===== config.mk =====
export PLATFORM = sky130hd
export DESIGN_NAME = asb_host
export DESIGN_NICKNAME = d
export VERILOG_FILES = /design/src/design/asb_pkg.sv /design/src/design/asb_sync.sv /design/src/design/asb_host.sv
export SDC_FILE = /design/constraint.sdc
export NUM_CORES = 1
export LEC_CHECK = 0
export BUFFER_PORTS_ARGS = -buffer_cell sky130_fd_sc_hd__buf_2
export CAP_MARGIN = 10
export CORE_MARGIN = 2
export CORE_UTILIZATION = 25
export CTS_CLUSTER_SIZE = 28
export DETAILED_ROUTE_END_ITERATION = 10
export PLACE_DENSITY = 0.43
export SETUP_SLACK_MARGIN = 0.3
export SLEW_MARGIN = 20
export SYNTH_ARGS = -nofsm -noshare
export SYNTH_HDL_FRONTEND = slang
export SYNTH_HIERARCHICAL = 1
export SYNTH_SLANG_ARGS = --single-unit

===== constraint.sdc =====
create_clock -name clock -period 5.51 [get_ports clock]
set_input_delay 1.102 -clock clock [delete_from_list [all_inputs] [get_ports clock]]
set_output_delay 1.102 -clock clock [all_outputs]
set_load 0.005 [all_outputs]

===== src/design/asb_pkg.sv =====
// Package for the asynchronous SRAM host controller: pin bundles, commands, timing
`default_nettype none
package asb_pkg;
  localparam int unsigned CLK_PERIOD_NS = 4;
  localparam int unsigned ADDR_W = 18;
  localparam int unsigned DATA_W = 16;
  localparam int unsigned BYTE_W = 8;
  // Pin timing figures, ns, as printed for the 10 ns grade
  localparam int unsigned T_RC_NS = 10;
  localparam int unsigned T_AA_NS = 10;
  localparam int unsigned T_HZOE_NS = 5;
  localparam int unsigned T_PWE_NS = 7;
  localparam int unsigned T_SD_NS = 6;
  localparam int unsigned T_HZWE_NS = 5;
  localparam int unsigned T_CDR_NS = 0;
  // Least times round up, never below one cycle
  function automatic int unsigned cyc_up(input int unsigned ns);
    int unsigned c;
    c = (ns + CLK_PERIOD_NS - 1) / CLK_PERIOD_NS;
    return (c < 1) ? 1 : c;
  endfunction
  localparam int unsigned RD_CYC = cyc_up(T_AA_NS);
  localparam int unsigned WR_PULSE_CYC = cyc_up(T_PWE_NS);
  localparam int unsigned WR_SD_CYC = cyc_up(T_HZWE_NS + T_SD_NS);
  localparam int unsigned WR_CYC = (WR_PULSE_CYC > WR_SD_CYC) ? WR_PULSE_CYC : WR_SD_CYC;
  localparam int unsigned REC_CYC = cyc_up(T_RC_NS);
  localparam int unsigned CDR_CYC = cyc_up(T_CDR_NS);
  localparam int unsigned CNT_W = 4;
  // Byte select encodings, active low on the pins
  localparam logic [1:0] BE_NONE = 2'h3;

  // Pins that the controller drives
  typedef struct packed {
    logic [ADDR_W-1:0] addr;
    logic chip_select_n;
    logic output_enable_n;
    logic write_enable_n;
    logic low_byte_enable_n;
    logic high_byte_enable_n;
  } asb_pins_t;

  // User request
  typedef struct packed {
    logic write;
    logic [ADDR_W-1:0] addr;
    logic [DATA_W-1:0] wdata;
    logic [1:0] byte_en;
  } asb_req_t;
endpackage
`default_nettype wire


===== src/design/asb_sync.sv =====
// Two-flop synchroniser for the data lines read back from the memory
`default_nettype none
module asb_sync
  import asb_pkg::*;
#(
  parameter int unsigned WIDTH = DATA_W
)(
  input wire logic clock,
  input wire logic sys_rst,
  input wire logic [WIDTH-1:0] async_in,
  output logic [WIDTH-1:0] sync_out
);
  logic [WIDTH-1:0] meta_q;
  // First stage is read only by the second
  always_ff @(posedge clock or posedge sys_rst)
  begin
    if (sys_rst)
    begin
      meta_q <= '0;
      sync_out <= '0;
    end
    else
    begin
      meta_q <= async_in;
      sync_out <= meta_q;
    end
  end
endmodule
`default_nettype wire


===== src/design/asb_host.sv =====
// Host controller that drives a 256K x 16 asynchronous SRAM through its pins
// Behaviour
// - Host holds data stable across the edge that ends the write.
// - Host never drives data lines while memory may be driving them.
// - Write cycle with output enable low lasts turn-off plus data set-up.
// - Host keeps write enable high throughout every read.
// - Address is valid no later than chip select falling for reads.
// - Chip select high before retention entry, no delay needed.
`default_nettype none
module asb_host
  import asb_pkg::*;
(
  input wire logic clock,
  input wire logic sys_rst,
  input wire logic req_valid,
  output logic req_ready,
  input wire asb_req_t req,
  output logic rsp_valid,
  output logic [DATA_W-1:0] rsp_rdata,
  input wire logic retention_req,
  output logic retention_ok,
  output asb_pins_t pins,
  output logic [DATA_W-1:0] data_lines_out,
  output logic [DATA_W-1:0] data_lines_oe_n,
  input wire logic [DATA_W-1:0] data_lines_in
);
  typedef enum logic [2:0] {ST_IDLE, ST_RD, ST_RD_CAP, ST_WR, ST_WR_END, ST_REC, ST_RET} asb_state_t;
  asb_state_t state_q;
  logic [CNT_W-1:0] cnt_q;
  logic [DATA_W-1:0] rd_sync;
  logic [1:0] be_q;
  logic wr_q;
  // Pin registers, one driver each, gathered into the pin bundle below
  logic [ADDR_W-1:0] addr_q;
  logic cs_n_q;
  logic oe_n_q;
  logic we_n_q;
  logic low_be_n_q;
  logic high_be_n_q;

  ////////////////////////////////////////////////////////////////
  // Pin read-back passes two flops before use
  asb_sync #(.WIDTH(DATA_W)) u_sync (
    .clock(clock),
    .sys_rst(sys_rst),
    .async_in(data_lines_in),
    .sync_out(rd_sync)
  );

  ////////////////////////////////////////////////////////////////
  // Sequencer; idle leaves chip deselected
  always_ff @(posedge clock or posedge sys_rst)
  begin
    if (sys_rst)
    begin
      state_q <= ST_IDLE;
      cnt_q <= '0;
    end
    else
    begin
      case (state_q)
        ST_IDLE:
        begin
          cnt_q <= '0;
          if (retention_req)
            state_q <= ST_RET;
          else if (req_valid && req.byte_en != BE_NONE)
            state_q <= req.write ? ST_WR : ST_RD;
        end
        ST_RD:
        begin
          cnt_q <= cnt_q + 1'b1;
          // Extra cycles cover the two synchroniser stages
          if (cnt_q == CNT_W'(RD_CYC + 1))
            state_q <= ST_RD_CAP;
        end
        ST_RD_CAP:
        begin
          cnt_q <= '0;
          state_q <= ST_REC;
        end
        ST_WR:
        begin
          cnt_q <= cnt_q + 1'b1;
          if (cnt_q == CNT_W'(WR_CYC - 1))
            state_q <= ST_WR_END;
        end
        ST_WR_END:
        begin
          cnt_q <= '0;
          state_q <= ST_REC;
        end
        ST_REC:
        begin
          cnt_q <= cnt_q + 1'b1;
          if (cnt_q == CNT_W'(REC_CYC - 1))
            state_q <= ST_IDLE;
        end
        ST_RET:
        begin
          cnt_q <= '0;
          if (!retention_req)
            state_q <= ST_REC;
        end
        default:
          state_q <= ST_IDLE;
      endcase
    end
  end

  ////////////////////////////////////////////////////////////////
  // Latch request fields at acceptance; address set on the same edge that select falls
  always_ff @(posedge clock or posedge sys_rst)
  begin
    if (sys_rst)
    begin
      addr_q <= '0;
      data_lines_out <= '0;
      be_q <= BE_NONE;
      wr_q <= 1'b0;
    end
    else if (state_q == ST_IDLE && !retention_req && req_valid && req.byte_en != BE_NONE)
    begin
      addr_q <= req.addr;
      data_lines_out <= req.wdata;
      be_q <= req.byte_en;
      wr_q <= req.write;
    end
  end

  ////////////////////////////////////////////////////////////////
  // Control pins, registered so no glitch reaches the memory
  always_ff @(posedge clock or posedge sys_rst)
  begin
    if (sys_rst)
    begin
      cs_n_q <= 1'b1;
      oe_n_q <= 1'b1;
      we_n_q <= 1'b1;
      low_be_n_q <= 1'b1;
      high_be_n_q <= 1'b1;
    end
    else
    begin
      // Select only in active access states; standby otherwise
      cs_n_q <= !(state_q == ST_IDLE && !retention_req && req_valid && req.byte_en != BE_NONE
                  || state_q == ST_RD || state_q == ST_WR && cnt_q != CNT_W'(WR_CYC - 1));
      // Output enable only for reads; held high across writes
      oe_n_q <= !(state_q == ST_IDLE && !retention_req && req_valid && !req.write
                  && req.byte_en != BE_NONE || state_q == ST_RD);
      // Write enable falls with select and both rise on the same edge
      we_n_q <= !(state_q == ST_IDLE && !retention_req && req_valid && req.write
                  && req.byte_en != BE_NONE || state_q == ST_WR && cnt_q != CNT_W'(WR_CYC - 1));
      // Byte enables follow the request; released with select after reads, one cycle after select after writes (low in first standby cycle)
      if (state_q == ST_IDLE && !retention_req && req_valid && req.byte_en != BE_NONE)
      begin
        low_be_n_q <= req.byte_en[0];
        high_be_n_q <= req.byte_en[1];
      end
      else if (!(state_q == ST_RD || state_q == ST_WR))
      begin
        low_be_n_q <= 1'b1;
        high_be_n_q <= 1'b1;
      end
    end
  end

  ////////////////////////////////////////////////////////////////
  // Data drive: only during write and its hold cycle, OE already high
  always_ff @(posedge clock or posedge sys_rst)
  begin
    if (sys_rst)
      data_lines_oe_n <= '1;
    else if (state_q == ST_IDLE && !retention_req && req_valid && req.write && req.byte_en != BE_NONE)
      data_lines_oe_n <= '0;
    else if (state_q == ST_WR_END)
      data_lines_oe_n <= '1;
  end

  ////////////////////////////////////////////////////////////////
  // Read data capture; unselected byte lanes return zero
  always_ff @(posedge clock or posedge sys_rst)
  begin
    if (sys_rst)
    begin
      rsp_valid <= 1'b0;
      rsp_rdata <= '0;
    end
    else
    begin
      rsp_valid <= (state_q == ST_RD_CAP) || (state_q == ST_WR_END);
      if (state_q == ST_RD_CAP)
      begin
        rsp_rdata[BYTE_W-1:0] <= be_q[0] ? '0 : rd_sync[BYTE_W-1:0];
        rsp_rdata[DATA_W-1:BYTE_W] <= be_q[1] ? '0 : rd_sync[DATA_W-1:BYTE_W];
      end
    end
  end

  // Pin bundle straight from the pin registers
  assign pins = '{addr: addr_q, chip_select_n: cs_n_q, output_enable_n: oe_n_q, write_enable_n: we_n_q,
                  low_byte_enable_n: low_be_n_q, high_byte_enable_n: high_be_n_q};
  assign req_ready = (state_q == ST_IDLE) && !retention_req;
  assign retention_ok = (state_q == ST_RET) && pins.chip_select_n;
endmodule
`default_nettype wire


-- After elaboration in Yosys (flattened, before gate mapping)
Index checks and enable logic that the tools add are counted.
- register bits after elaboration: 113
- input port bits: 57
- output and inout bits: 74
- logic and storage cells: 76
- add/subtract/negate cells: 1
- equal/unequal tests: 16
- multiplexer cells: 16
- reductions and logical operators: 28
- operator list (operator ; count):
    2-to-1 mux 16 bit ; 2
    2-to-1 mux 3 bit ; 6
    one-hot mux 3 bit (6 select lines) ; 1
    2-to-1 mux 8 bit ; 2
    inequality test 2 bit, second input constant ; 6
    logical AND 1 bit ; 10
    equality test 3 bit, second input constant ; 3
    one-hot mux 4 bit (2 select lines) ; 1
    equality test 3 x 2 -> 1 bit, second input constant ; 2
    logical OR 1 bit ; 6
    zero test 1 bit ; 5
    AND reduction 5 bit ; 1
    adder 4 x 1 -> 4 bit, second input constant ; 1
    equality test 4 x 2 -> 1 bit, second input constant ; 1
    equality test 4 x 3 -> 1 bit, second input constant ; 1
    inequality test 4 x 2 -> 1 bit, second input constant ; 1
    nonzero test 2 bit ; 2
    OR reduction 4 bit ; 1
    equality test 3 x 1 -> 1 bit, second input constant ; 1
    zero test 3 bit ; 1
    2-to-1 mux 1 bit ; 3
    inequality test 3 bit, second input constant ; 1
    OR reduction 3 bit ; 1
    2-to-1 mux 2 bit ; 1
    OR reduction 2 bit ; 1

-- Logic depth before layout (Yosys ltp)
- depth after elaboration: 7
- mapped depth: 5
- gate-level depth less buffers: 5

-- Cells and area by module
Netlist, hierarchy kept.
- modules (own cells, without submodules) (module ; times used ; cells an instance ; area each (um^2)):
    asb_host ; 1 ; 242 ; 2959.1
    asb_sync ; 1 ; 33 ; 804.5

-- Least setup slack after synthesis
No wires, ideal clock.
- kind: input to output
- start point: input retention_req
- end point: output req_ready
- data arrival time: 1.276 ns
- setup slack: 3.132 ns
- cell stages on the path: 1
- path buffers: 0
- path through: nor4_4
- word-level cells in the longest chain between the ends: 2
- ends and longest elaborated chain (item ; RTL line ; RTL):
    start, declared ; asb_host.sv:20 ; input wire logic retention_req,
    zero test 1 bit ; asb_host.sv:203 ; assign req_ready = (state_q == ST_IDLE) && !retention_req;
    logical AND 1 bit ; asb_host.sv:203 ;
    end, declared ; asb_host.sv:16 ; output logic req_ready,
No other way between the ends.

-- Worst setup path in the final report
- start point: register state_q[1]
- end point: output retention_ok
- word-level cells in the longest chain between the ends: 2
- ends and longest elaborated chain (item ; RTL line ; RTL):
    start, declared ; asb_host.sv:28 ; asb_state_t state_q;
    start signal, assigned ; asb_host.sv:68 ; state_q <= req.write ? ST_WR : ST_RD;
    equality test 3 bit ; asb_host.sv:204 ; assign retention_ok = (state_q == ST_RET) && pins.chip_select_n;
    logical AND 1 bit ; asb_host.sv:204 ;
    end, declared ; asb_host.sv:21 ; output logic retention_ok,
No other way between the ends.

==> metrics <==
outcome finished clean; slowest CP cell dfrtp_1; top_reg_cell synth dfrtp_1; Setup TNS Final 0 ns; Tmin final 2.76 ns; Clock Skew ~0.0052 ns; vias in the first global route 2,467; max-cap violations 0; layout cells sized above 1 0.495; vias per inst 4.06; Buffers on Ports 130; critical path class flip-flop to output port; Unique masters post-synth 37; post-route cell area around 4700 um^2; Max-slew headroom 0.437; initial antenna violation count 0; drt drc 0; CTS Hold Buffers Added 0; post-synthesis average cell area 13.7 um^2; first-pass GRT wire length 12.8 mm; initial core utilization 0.257; # setup viols final 0; clk slew on worst S/H paths 0.07 ns; RSZ-0062 raised after global routing false; Worst-Margin Slew between 0.8 and 0.9 ns; Worst Hold Class flip-flop to flip-flop; Layout area overhead 25.1%; PwrDens between 500 and 600 nW/um^2; crit path max fanout 17; Cell Area, Placed approximately 4400 um^2; Mapped Cells 275; Pleak 0.00227 uW; commonest non-fill, non-tap cell in the layout buf_2; Final Max Slew Viols 0; Final Hold Violating Endpoints 0; clk buf depth 2; WL per Instance 13.2 um; drt pass-1 iters 6; final net count 447; sequential-to-total area share from yosys stat 0.654; Ant. Diodes 0; CP Data Required Time between 4 and 5 ns; arrival time worst endpoint 1.66 ns; #FFs+latches synth 98; total number of vias 2,339; largest net degree at the start of global routing 47; Startpoint Class flip-flop; most frequent cells in the layout buf_2 (130), dfrtp_1 (90), mux2_2 (29); worst-skew pair later-pin latency 0.34 ns; Clock Sinks 98; Post-synth ARST share 1.00; CP Cell Sequence and2_1 > and3_1 > buf_2; cts repair resizes 0; Post-CTS Setup Inserts 0; CP peak stage delay about 0.7 ns; Die X 127 um; drt first-iter violations 69; Routed WL between 7 and 8 mm; grt ovf 0; core area approximately 15,000 um^2; synth warn 6; CP endpoint kind output port; Post-synth EDFFs 0; io pins 131; Die Y 127 um; H-tree levels 3; # rows 44; synthesized cell area 3760 um^2; syn nets 335; Routed Antenna Nets 0; CTS tree built; dpl hpwl about 5.4 mm; gpl congestion 0.728; CTS Root Cell clkbuf_16; Num CTS Buffers 9; Tcrit/Tclk final 0.500; VDD IR-drop max 0.153 mV; full die area 16,100 um^2; Fmax 363 MHz; total track usage 0.104; FILL cells 1,527
-- final cells by class --
cell class | count | area (um^2) | area share
repair buffers | 132 | 666 | 0.141
clock buffers | 12 | 246 | 0.0523
clock inverters | 4 | 30.0 | 0.00638
multi-input cells | 139 | 1050 | 0.223
well taps | 184 | 230 | 0.0489
inverters | 7 | 26.3 | 0.00558
flip-flops and latches | 98 | 2460 | 0.523
-- stage by stage --
step,cells,power [uW],setup WS (ns),utilization,hold WS (ns)
global route,576,2600,2.64,0.322,0.355
global placement,560,1840,2.75,0.303,0.332
finish,576,2400,2.75,0.322,0.347
detailed placement,560,1850,2.74,0.303,0.335
CTS,576,2460,2.73,0.322,0.351
floorplan,275,1570,2.77,-,0.331
-- layer usage --
layer	up-vias	track usage	share of wire
li1	1129	-	-
met1	1115	0.138	0.47
met2	85	0.152	0.45
met3	10	0.0316	0.064
met4	0	0.0556	0.021
met5	-	0	0
-- sequential cells by signal, indices dropped and copies added (netlist names) --
| name | count |
|---|---|
| addr_q | 18 |
| data_lines_out | 16 |
| rsp_rdata | 16 |
| u_sync/meta_q | 16 |
| u_sync/sync_out | 16 |
| cnt_q | 4 |
| state_q | 3 |
| be_q | 2 |
| cs_n_q | 1 |
| data_lines_oe_n | 1 |
| high_be_n_q | 1 |
| low_be_n_q | 1 |
| oe_n_q | 1 |
| rsp_valid | 1 |
| we_n_q | 1 |
-- synth_stat cells, types with 2 or more instances --
cell type  instances  share of area
nand2_1           21          0.021
ha_1               3          0.010
o22a_1             2         0.0047
buf_4             22          0.044
o21ai_0           20          0.027
mux2_4             7          0.028
xnor2_1            3         0.0070
clkbuf_1           4         0.0040
dfrtp_1           90           0.60
nand2b_1          18          0.030
nand3b_1           2         0.0040
a2111oi_0          2         0.0047
mux2_2            29          0.087
nor2_1             8         0.0080
inv_1              7         0.0070
dfstp_2            8          0.056
nor3b_1            2         0.0040
a21oi_1            5         0.0066
buf_2              3         0.0040
a21boi_0           2         0.0040
-- cells by family (layout without fill, tap and decap cells) --
kind of cell	count (synthesis)	after routing	share of synthesized area
DFF	98	98	0.654
AOI/OAI and AO/OA	39	39	0.0635
and+or+nand+nor	58	58	0.0834
xor gates and xnor gates	3	3	0.00698
buffers and inverters	38	155	0.0672
adders and majority gates	3	3	0.00997
muxes	36	36	0.115
-- where the power goes --
part | internal, uW | switching (uW)
Clock | 320 | 263
Sequential | 972 | 175
Combinational | 388 | 285
Total | 1680 | 724
-- final timing paths --
| check | start | end | slack (ns) | depth (start not counted) |
|---|---|---|---|---|
| max | state_q[1] | retention_ok | 2.75 | 3 |
| min | u_sync/meta_q[10] | u_sync/sync_out[10] | 0.35 | 0 |
| max reg2reg | state_q[1] | data_lines_out[4] | 3.41 | 3 |
| min reg2reg | u_sync/meta_q[10] | u_sync/sync_out[10] | 0.35 | 0 |
| max in group asynchronous | sys_rst | data_lines_out[5] | 3.77 | 3 |
| min in group asynchronous | sys_rst | rsp_rdata[4] | 0.79 | 2 |
-- worst max-delay path, delay by kind of cell (launching register included) --
kind                   cells  cell delay, ns
buffers and inverters      1            0.11
flip-flops                 1            0.71
AND/OR/NAND/NOR            2            0.50
Power figures use the tool's default switching activity.
